### config.mk
export PLATFORM = sky130hd
export DESIGN_NAME = steer_fault_supervisor
export DESIGN_NICKNAME = d
export VERILOG_FILES = /design/src/steer_fault_supervisor.v
export VERILOG_INCLUDE_DIRS = /design/src
export SDC_FILE = /design/constraint.sdc
export NUM_CORES = 1
export LEC_CHECK = 0
export ABC_CLOCK_PERIOD_IN_PS = 5100
export BUFFER_PORTS_ARGS = -buffer_cell sky130_fd_sc_hd__buf_2
export CAP_MARGIN = 20
export CORE_MARGIN = 2
export CORE_UTILIZATION = 45
export DETAILED_ROUTE_END_ITERATION = 10
export PLACE_DENSITY = 0.66
export SYNTH_ARGS = -nofsm -noshare
export SYNTH_HDL_FRONTEND = slang
export SYNTH_SLANG_ARGS = --single-unit
### constraint.sdc
create_clock -name core_clk -period 5.1 [get_ports core_clk]
set_clock_uncertainty 0.15 [all_clocks]
set_input_delay 1.02 -clock core_clk [delete_from_list [all_inputs] [get_ports core_clk]]
set_output_delay 1.02 -clock core_clk [all_outputs]
set_load 0.02 [all_outputs]
### src/steer_fault_defines.vh
// Constants of the steering fault supervisor: register offsets, field
// positions, reset values, thresholds, fault table and timing.
// Included by bare name; definitions only.
`ifndef STEER_FAULT_DEFINES_VH
`define STEER_FAULT_DEFINES_VH

// Register offsets (word addresses of the plain register port)
`define REG_FAULTS        4'h0
`define REG_REPORT        4'h1
`define REG_TIMEOUT       4'h2
`define REG_IRQ_STATUS    4'h3
`define REG_IRQ_CLEAR     4'h4
`define REG_IRQ_ENABLE    4'h5

// Report register field positions
`define REP_CODE_LSB      0
`define REP_SUB_LSB       8
`define REP_TRAC_LSB      16
`define REP_STATE_LSB     18

// Interrupt bits
`define IRQ_SET_BIT       0
`define IRQ_CLR_BIT       1
`define IRQ_SHUT_BIT      2
`define IRQ_W             3

// Reset values
`define TIMEOUT_RST       16'h03e8
`define IRQ_EN_RST        3'h0

// Timing: millisecond tick for the fault steering timer
`define CLK_PERIOD_NS     5
`define TICK_PERIOD_NS    1000000
`define MS_CYCLES         (`TICK_PERIOD_NS / `CLK_PERIOD_NS)

// Steer fault actions
`define STEER_WARN        2'h0
`define STEER_SHUT        2'h1
`define STEER_WARN_SHUT   2'h2
`define STEER_HOLD_SHUT   2'h3

// Traction fault action codes
`define TRAC_NONE         2'h0
`define TRAC_STOP         2'h1
`define TRAC_REDUCE       2'h2
`define TRAC_NOACT        2'h3

// Fault table size
`define NUM_FAULTS        9

// Thresholds: temperature in signed whole degC, voltage in 0.1 V
`define TEMP_UNDER_SET    8'shd8
`define TEMP_UNDER_CLR    8'shdd
`define TEMP_OVER_SET     8'sh5f
`define VOLT_UNDER        10'h078
`define VOLT_OVER         10'h28a
// 120 percent overcurrent as phase*5 > limit*6
`define OC_PHASE_MUL      16'h0005
`define OC_LIMIT_MUL      16'h0006
// 75 percent precharge as cap*4 < ksi*3
`define PRE_CAP_MUL       12'h004
`define PRE_KSI_MUL       12'h003

`endif

### src/steer_fault_supervisor.v
// Steering fault supervisor: latches faults from detections and measured
// values, drives the steer action and the traction action code.
// Assumes measured values and traction_stopped come from logic on core_clk;
// hw_error, hw_overcurrent, meas_limit and keyswitch_input are pins.
// Operation
// - Warning fault keeps steering, only reports it
// - Shutdown fault stops steering, drops fault output
// - Warn-shutdown waits for traction stop or timeout
// - Hold-shutdown holds wheel, ignores operator until done
// - Each fault has code, sub-code, actions
// - Hardware error gives code 11.1, shutdown, stop
// - Hardware overcurrent gives code 12, latched
// - Phase current over 120 percent gives 12.5
// - Precharge below 75 percent gives 14.1
// - Heatsink -40C sets 15, above -35C clears
// - Heatsink 95C sets 16, warn then shutdown
// - Keyswitch or interlocked capacitor under 12V gives 17.1
// - Keyswitch or capacitor over 65V gives 18
// - Traction code: 0 none,1 stop,2 reduce,3 none
// - Emergency message on every fault set or clear
//
// Added by the designer: the register offsets and the strobed register port.
`timescale 1ns/1ps
`include "steer_fault_defines.vh"

module steer_fault_supervisor #(
	parameter MS_CYCLES = `MS_CYCLES,
	parameter CNT_W     = 18
) (
	// Clock and reset
	input  wire              core_clk,
	input  wire              reset,
	// Register port
	input  wire [3:0]        reg_addr,
	input  wire [31:0]       reg_wdata,
	input  wire              reg_wr,
	input  wire              reg_rd,
	output reg  [31:0]       reg_rdata_r,
	// Detection pins
	input  wire              hw_error,
	input  wire              hw_overcurrent,
	input  wire              meas_limit,
	input  wire              keyswitch_input,
	// Measured values
	input  wire [11:0]       phase_current,
	input  wire [11:0]       base_current_limit,
	input  wire              offset_invalid,
	input  wire              precharge_done,
	input  wire [9:0]        cap_voltage,
	input  wire [9:0]        keyswitch_voltage,
	input  wire              interlock_on,
	input  wire signed [7:0] heatsink_temp,
	// From traction side
	input  wire              traction_stopped,
	// Steering control
	output reg               steer_enable_r,
	output reg               hold_position_r,
	output reg               fault_output_r,
	// Fault report and emergency message
	output reg  [7:0]        fault_code_r,
	output reg  [7:0]        sub_code_r,
	output reg  [1:0]        traction_action_code_r,
	output reg               error_register_r,
	output reg               emcy_valid_r,
	// Interrupt
	output reg               irq_r
);

	localparam ST_RUN  = 2'h0;
	localparam ST_WARN = 2'h1;
	localparam ST_HOLD = 2'h2;
	localparam ST_SHUT = 2'h3;
	localparam NF      = `NUM_FAULTS;
	localparam IRQ_W_L = `IRQ_W - 1;

	// Fault table: code per index
	function [7:0] code_of;
		input [3:0] i;
		begin
			case (i)
				4'h0: code_of = 8'h0b;
				4'h1: code_of = 8'h0c;
				4'h2: code_of = 8'h0c;
				4'h3: code_of = 8'h0d;
				4'h4: code_of = 8'h0e;
				4'h5: code_of = 8'h0f;
				4'h6: code_of = 8'h10;
				4'h7: code_of = 8'h11;
				4'h8: code_of = 8'h12;
				default: code_of = 8'h00;
			endcase
		end
	endfunction

	// Sub-code per index; a dash is zero
	function [7:0] sub_of;
		input [3:0] i;
		begin
			case (i)
				4'h0: sub_of = 8'h01;
				4'h2: sub_of = 8'h05;
				4'h4: sub_of = 8'h01;
				4'h7: sub_of = 8'h01;
				default: sub_of = 8'h00;
			endcase
		end
	endfunction

	// Steer action per index
	function [1:0] steer_of;
		input [3:0] i;
		begin
			case (i)
				4'h5: steer_of = `STEER_WARN;
				4'h6: steer_of = `STEER_WARN_SHUT;
				default: steer_of = `STEER_SHUT;
			endcase
		end
	endfunction

	// Traction action per index
	function [1:0] trac_of;
		input [3:0] i;
		begin
			case (i)
				4'h5: trac_of = `TRAC_NOACT;
				default: trac_of = `TRAC_STOP;
			endcase
		end
	endfunction

	// Restriction rank of a traction code, stop highest
	function [1:0] trac_rank;
		input [1:0] c;
		begin
			case (c)
				`TRAC_STOP: trac_rank = 2'h3;
				`TRAC_REDUCE: trac_rank = 2'h2;
				`TRAC_NOACT: trac_rank = 2'h1;
				default: trac_rank = 2'h0;
			endcase
		end
	endfunction

	reg [2:0]       sync1_r;
	reg [2:0]       sync2_r;
	reg [NF-1:0]    faults_r;
	reg [NF-1:0]    faults_nxt;
	reg [NF-1:0]    set_v;
	reg [1:0]       state_r;
	reg [1:0]       state_nxt;
	reg [15:0]      timeout_r;
	reg [15:0]      timer_r;
	reg [CNT_W-1:0] tick_cnt_r;
	reg             tick_r;
	reg [2:0]       irq_stat_r;
	reg [2:0]       irq_en_r;
	reg [7:0]       code_nxt;
	reg [7:0]       sub_nxt;
	reg [1:0]       trac_nxt;
	reg             shut_any;
	reg             hold_any;
	reg             wts_any;
	reg [IRQ_W_L:0] irq_ev;
	integer         k;

	// Only the second flop of each synchroniser is read
	wire hw_err_s = sync2_r[0];
	wire hw_oc_s  = sync2_r[1];
	wire ks_on    = sync2_r[2];

	// Pins pass two flops; a ks bounce just reads as a power cycle
	always @(posedge core_clk) begin
		if (reset) begin
			sync1_r <= 3'h0;
			sync2_r <= 3'h0;
		end else begin
			sync1_r <= {keyswitch_input, hw_overcurrent, hw_error};
			sync2_r <= sync1_r;
		end
	end

	reg meas1_r;
	reg meas2_r;
	// Measurement-limit pin, own synchroniser
	always @(posedge core_clk) begin
		if (reset) begin
			meas1_r <= 1'b0;
			meas2_r <= 1'b0;
		end else begin
			meas1_r <= meas_limit;
			meas2_r <= meas1_r;
		end
	end

	wire [15:0] oc_phase = {4'h0, phase_current} * `OC_PHASE_MUL;
	wire [15:0] oc_limit = {4'h0, base_current_limit} * `OC_LIMIT_MUL;
	wire [11:0] pre_cap  = {2'h0, cap_voltage} * `PRE_CAP_MUL;
	wire [11:0] pre_ksi  = {2'h0, keyswitch_voltage} * `PRE_KSI_MUL;

	// Set conditions, only while the keyswitch is on
	always @* begin
		set_v    = {NF{1'b0}};
		set_v[0] = hw_err_s;
		set_v[1] = hw_oc_s;
		set_v[2] = (oc_phase > oc_limit) | meas2_r;
		set_v[3] = offset_invalid;
		set_v[4] = precharge_done & (pre_cap < pre_ksi);
		set_v[5] = heatsink_temp <= `TEMP_UNDER_SET;
		set_v[6] = heatsink_temp >= `TEMP_OVER_SET;
		set_v[7] = (keyswitch_voltage < `VOLT_UNDER)
			| ((cap_voltage < `VOLT_UNDER) & interlock_on);
		set_v[8] = (keyswitch_voltage > `VOLT_OVER)
			| (cap_voltage > `VOLT_OVER);
		if (!ks_on)
			set_v = {NF{1'b0}};
	end

	// Latch faults; only 15 self-clears, set beats its clear
	always @* begin
		faults_nxt = faults_r | set_v;
		if (!set_v[5] && (heatsink_temp > `TEMP_UNDER_CLR))
			faults_nxt[5] = 1'b0;
		if (!ks_on)
			faults_nxt = {NF{1'b0}};
	end

	// Report lowest-index fault, most restrictive traction
	always @* begin
		code_nxt = 8'h00;
		sub_nxt  = 8'h00;
		trac_nxt = `TRAC_NONE;
		shut_any = 1'b0;
		hold_any = 1'b0;
		wts_any  = 1'b0;
		for (k = NF - 1; k >= 0; k = k - 1) begin
			if (faults_nxt[k]) begin
				code_nxt = code_of(k[3:0]);
				sub_nxt  = sub_of(k[3:0]);
				if (trac_rank(trac_of(k[3:0])) > trac_rank(trac_nxt))
					trac_nxt = trac_of(k[3:0]);
				case (steer_of(k[3:0]))
					`STEER_SHUT: shut_any = 1'b1;
					`STEER_HOLD_SHUT: hold_any = 1'b1;
					`STEER_WARN_SHUT: wts_any = 1'b1;
					default: shut_any = shut_any;
				endcase
			end
		end
	end

	wire timer_done = (timer_r == 16'h0000) | traction_stopped;

	// Steer action, worst action wins
	always @* begin
		state_nxt = state_r;
		case (state_r)
			ST_RUN: begin
				if (hold_any)
					state_nxt = ST_HOLD;
				else if (wts_any)
					state_nxt = ST_WARN;
			end
			ST_WARN: begin
				if (timer_done)
					state_nxt = ST_SHUT;
				else if (hold_any)
					state_nxt = ST_HOLD;
			end
			ST_HOLD: begin
				if (timer_done)
					state_nxt = ST_SHUT;
			end
			ST_SHUT: state_nxt = ST_SHUT;
			default: state_nxt = ST_RUN;
		endcase
		if (shut_any)
			state_nxt = ST_SHUT;
		if (!ks_on)
			state_nxt = ST_RUN;
	end

	// Millisecond tick; shortened through MS_CYCLES in simulation
	always @(posedge core_clk) begin
		if (reset) begin
			tick_cnt_r <= {CNT_W{1'b0}};
			tick_r     <= 1'b0;
		end else if (tick_cnt_r == MS_CYCLES[CNT_W-1:0] - 1'b1) begin
			tick_cnt_r <= {CNT_W{1'b0}};
			tick_r     <= 1'b1;
		end else begin
			tick_cnt_r <= tick_cnt_r + 1'b1;
			tick_r     <= 1'b0;
		end
	end

	// Fault steering timer, loaded when a delayed shutdown begins
	always @(posedge core_clk) begin
		if (reset)
			timer_r <= 16'h0000;
		else if (state_r == ST_RUN)
			timer_r <= timeout_r;
		else if (tick_r && timer_r != 16'h0000)
			timer_r <= timer_r - 1'b1;
	end

	// Fault state, report, steering outputs and emergency message
	always @(posedge core_clk) begin
		if (reset) begin
			faults_r               <= {NF{1'b0}};
			state_r                <= ST_RUN;
			steer_enable_r         <= 1'b0;
			hold_position_r        <= 1'b0;
			fault_output_r         <= 1'b0;
			fault_code_r           <= 8'h00;
			sub_code_r             <= 8'h00;
			traction_action_code_r <= `TRAC_NONE;
			error_register_r       <= 1'b0;
			emcy_valid_r           <= 1'b0;
		end else begin
			faults_r               <= faults_nxt;
			state_r                <= state_nxt;
			steer_enable_r         <= ks_on & (state_nxt == ST_RUN || state_nxt == ST_WARN);
			hold_position_r        <= ks_on & (state_nxt == ST_HOLD);
			fault_output_r         <= ks_on & (state_nxt != ST_SHUT);
			fault_code_r           <= code_nxt;
			sub_code_r             <= sub_nxt;
			traction_action_code_r <= trac_nxt;
			error_register_r       <= |faults_nxt;
			emcy_valid_r           <= |(faults_nxt ^ faults_r);
		end
	end

	// Interrupt events: fault set, fault clear, shutdown entered
	always @* begin
		irq_ev = 3'h0;
		irq_ev[`IRQ_SET_BIT]  = |(faults_nxt & ~faults_r);
		irq_ev[`IRQ_CLR_BIT]  = |(faults_r & ~faults_nxt);
		irq_ev[`IRQ_SHUT_BIT] = (state_nxt == ST_SHUT) & (state_r != ST_SHUT);
	end

	wire wr_clr = reg_wr & (reg_addr == `REG_IRQ_CLEAR);

	// Register writes; an event beats a clear in the same cycle
	always @(posedge core_clk) begin
		if (reset) begin
			timeout_r  <= `TIMEOUT_RST;
			irq_en_r   <= `IRQ_EN_RST;
			irq_stat_r <= 3'h0;
			irq_r      <= 1'b0;
		end else begin
			if (reg_wr && reg_addr == `REG_TIMEOUT)
				timeout_r <= reg_wdata[15:0];
			if (reg_wr && reg_addr == `REG_IRQ_ENABLE)
				irq_en_r <= reg_wdata[IRQ_W_L:0];
			irq_stat_r <= (irq_stat_r & ~(wr_clr ? reg_wdata[IRQ_W_L:0] : 3'h0)) | irq_ev;
			irq_r      <= |(((irq_stat_r & ~(wr_clr ? reg_wdata[IRQ_W_L:0] : 3'h0)) | irq_ev) & irq_en_r);
		end
	end

	// Read data one cycle after the strobe, zero otherwise
	always @(posedge core_clk) begin
		if (reset)
			reg_rdata_r <= 32'h00000000;
		else if (reg_rd) begin
			case (reg_addr)
				`REG_FAULTS: reg_rdata_r <= {23'h000000, faults_r};
				`REG_REPORT: reg_rdata_r <= {12'h000, state_r, traction_action_code_r,
					sub_code_r, fault_code_r};
				`REG_TIMEOUT: reg_rdata_r <= {16'h0000, timeout_r};
				`REG_IRQ_STATUS: reg_rdata_r <= {29'h00000000, irq_stat_r};
				`REG_IRQ_ENABLE: reg_rdata_r <= {29'h00000000, irq_en_r};
				default: reg_rdata_r <= 32'h00000000;
			endcase
		end else
			reg_rdata_r <= 32'h00000000;
	end

endmodule // steer_fault_supervisor

==> impl_metrics.tcl <==
set metrics [dict create \
    status "completed" \
    crit_arrival_ns 4.94 \
    antenna_found_initial 0 \
    async_reset_ff_share_pct 0 \
    top_usage_layer "met2" \
    drv_slew 0 \
    slew_headroom_pct 47.24 \
    grt_overflow 0 \
    postCtsHoldBufs 0 \
    syn_area_per_cell_um2 8.513 \
    synth_area_leaders "dfxtp_1 (31%), ha_1 (15%), a21oi_1 (5.0%), nor2_1 (4.4%), nand2_1 (4.3%)" \
    max_freq_mhz 208.6 \
    floorplan.die_area_um2 16720 \
    timing.rr.start "state_r[1]$_SDFF_PP0_" \
    grt_pass1_vias 5625 \
    final.setup.worst_slack_ns 0.3052 \
    end_kind "flip-flop" \
    place.port_buffers 118 \
    holdPathStages 1 \
    maxCapViolations 0 \
    post-route-drc-count 0 \
    netlist_area_um2 7066 \
    dp_slack_ns -0.1623 \
    netlist_instances 830 \
    grt_setup_unrepaired "no" \
    drt_iter0_markers 408 \
    firstDrtPassIters 6 \
    ys.flop_type "dfxtp_1" \
    numCtsBuffers 9 \
    cp-start-kind "primary input" \
    hp-start "meas1_r$_SDFF_PP0_" \
    leakage_uw 0.003738 \
    ctsRootBufferMaster "clkbuf_16" \
    stdcell_count 1174 \
    grtUsageTotal_pct 20.21 \
    wl_mm 16.45 \
    start_util_pct 46.31 \
    cts_resized 0 \
    use_met2_pct 32.82 \
    total_power_uw 2068 \
    r2r_setup_slack_ns 2.29 \
    place.gp.congestion 0.8623 \
    path_class "primary input to flip-flop" \
    coreArea_um2 15260 \
    endpoint "fault_code_r[4]$_SDFF_PP0_" \
    via_per_inst 5.171 \
    cp_max_fo 5 \
    path_clk_slew_ns 0.07 \
    worst_slew_pin_slew_ns 0.7828 \
    crit_path_start "phase_current[1]" \
    antenna_cells 0 \
    r2r_cells 7 \
    yosysTopAreaCell "dfxtp_1" \
    p_per_area_nw_per_um2 252.7 \
    syn_to_final_growth_pct 15.83 \
    postLayoutCellArea_um2 8184 \
    critPathRequiredTime_ns 5.24 \
    cts_tree "done" \
    hpwl_mm 12.96 \
    cts_setup_buffers 0 \
    io_pins 156 \
    final_antenna_net_count 0 \
    grt_max_degree 62 \
    clkSinkCount 111 \
    htreeDepth 3 \
    vias 6071 \
    synth_seq_cells 111 \
    die_x_um 129.3 \
    finalHoldViolCount 0 \
    max-vdd-ir-drop_mv 0.1595 \
    yosysSeqAreaShare_pct 31.45 \
    synth-edff-count 0 \
    dp_cells 1160 \
    placed_area_um2 7914 \
    hold_class "flip-flop to flip-flop" \
    synth_top_area_share_pct 31.45 \
    num_rows 45 \
    timing.rr.end "irq_r$_SDFF_PP0_" \
    layout_min_cycle_time_ns 4.795 \
    wire_per_inst_um 14.01 \
    use_met3_pct 3.716 \
    fill_cells 1475 \
    grt_util_met1_pct 28.32 \
    clock_latency_ns 0.35 \
    synth.distinct_cells 76 \
    yosys_warnings 0 \
    fp.dieH_um 129.3 \
    final-setup-viol-count 0 \
    timing.final.crit_share_pct 94.02 \
    drive_above_1_share_pct 18.28 \
    nets 1147 \
    clockBufferDepth 2 \
    grt_pass1_wl_mm 27.17 \
]
layer usage:
layer / vias to the layer above / share of wire [%]
met5: - / 0
met4: 0 / 1.2
met3: 18 / 4.7
met2: 145 / 46
met1: 2765 / 48
li1: 3143 / -
cell usage in the layout (no fill, tap or decap), drive strengths merged, types with 6 or more instances in the layout:
cell type,count
and2,12
buf,140
and3,10
a21oi,70
dfxtp,111
nand4,13
nand3,20
nor3,22
mux2,6
xnor2,24
nor2b,17
nor2,82
nand3b,9
clkbuf,11
nand2b,12
inv,45
ha,84
nand2,80
conb,21
or3,8
a21o,6
xor2,29
a211oi,6
nor4,9
o21ai,20
mux2i,11
critical path: stages:
cell and delay [ns]:
buf_2 0.11, ha_1 0.29, ha_1 0.23, fa_1 0.41, a21o_1 0.18, a21oi_1 0.18, o21bai_1 0.09, a21oi_1 0.18
o21ai_0 0.17, o311ai_1 0.31, ha_1 0.30, nand2_1 0.08, o21ai_0 0.17, a2111oi_2 0.38, a221o_2 0.27, buf_4 0.14
nand3_1 0.10, nor2_1 0.16, o2111a_1 0.18
state kept, by name, indices dropped and copies added (netlist names):
register / flops
irq_en_r: 3
tick_cnt_r: 18
irq_r: 1
irq_stat_r: 3
error_register_r: 1
hold_position_r: 1
meas1_r: 1
steer_enable_r: 1
emcy_valid_r: 1
faults_r: 9
fault_code_r: 5
reg_rdata_r: 20
sync1_r: 3
fault_output_r: 1
tick_r: 1
sub_code_r: 2
meas2_r: 1
traction_action_code_r: 2
sync2_r: 3
timeout_r: 16
timer_r: 16
state_r: 2
report_power, final:
| group | internal (µW) | switching [µW] |
|---|---|---|
| clock | 339 | 300 |
| combinational | 232 | 289 |
| sequential | 889 | 18.9 |
| total | 1460 | 608 |
metrics by stage:
| stage | utilization, % | hold slack (ns) | TNS [ns] |
|---|---|---|---|
| floorplan | - | 0.2638 | 0 |
| global placement | 51.87 | 0.2667 | -1.077 |
| detailed placement | 51.87 | 0.2783 | -1.395 |
| CTS | 53.60 | 0.2932 | 0 |
| global route | 53.64 | 0.3031 | 0 |
| finish | 53.64 | 0.2897 | 0 |
logic make-up (layout without fill, tap and decap cells):
kind of cell,after synthesis,in the layout,synth area share [%]
adder cells (fa/ha/maj),87,87,15.73
buffers and inverters,86,199,5.879
multiplexers,17,17,2.515
XOR/XNOR,53,53,6.570
AND/OR/NAND/NOR,315,315,22.79
flip-flops,111,111,31.45
AO/OA/AOI/OAI,160,160,15.02
other,1,21,0.05307
cell type report:
class,instances,area [µm²],share of cell area [%]
tap,211,264.0,3.226
sequential,111,2222,27.15
inverter,45,168.9,2.064
multi-input combinational,653,4509,55.10
clock inverter,3,21.27,0.2599
clock buffer,11,242.7,2.966
timing repair buffer,140,755.7,9.234
synth_stat cells, types with 9 or more instances:
cell type	instances
and3_1	10
nand3b_1	9
xor2_1	29
nor4_1	9
buf_4	22
clkbuf_1	15
xnor2_1	24
nor2_1	82
nand4_1	12
dfxtp_1	111
mux2i_1	11
nand2b_1	12
ha_1	84
nor2b_1	17
nand2_1	80
nor3_1	20
o21ai_0	20
and2_1	12
a21oi_1	70
inv_1	45
nand3_1	20
worst min path at each step:
stage,endpoint
3_3_place_gp,meas2_r$_SDFF_PP0_
6_report,meas2_r$_SDFF_PP0_
2_1_floorplan,meas2_r$_SDFF_PP0_
5_1_grt,meas2_r$_SDFF_PP0_
3_5_place_dp,sync2_r[0]$_SDFF_PP0_
4_1_cts,meas2_r$_SDFF_PP0_
Power figures use the tool's default switching activity.
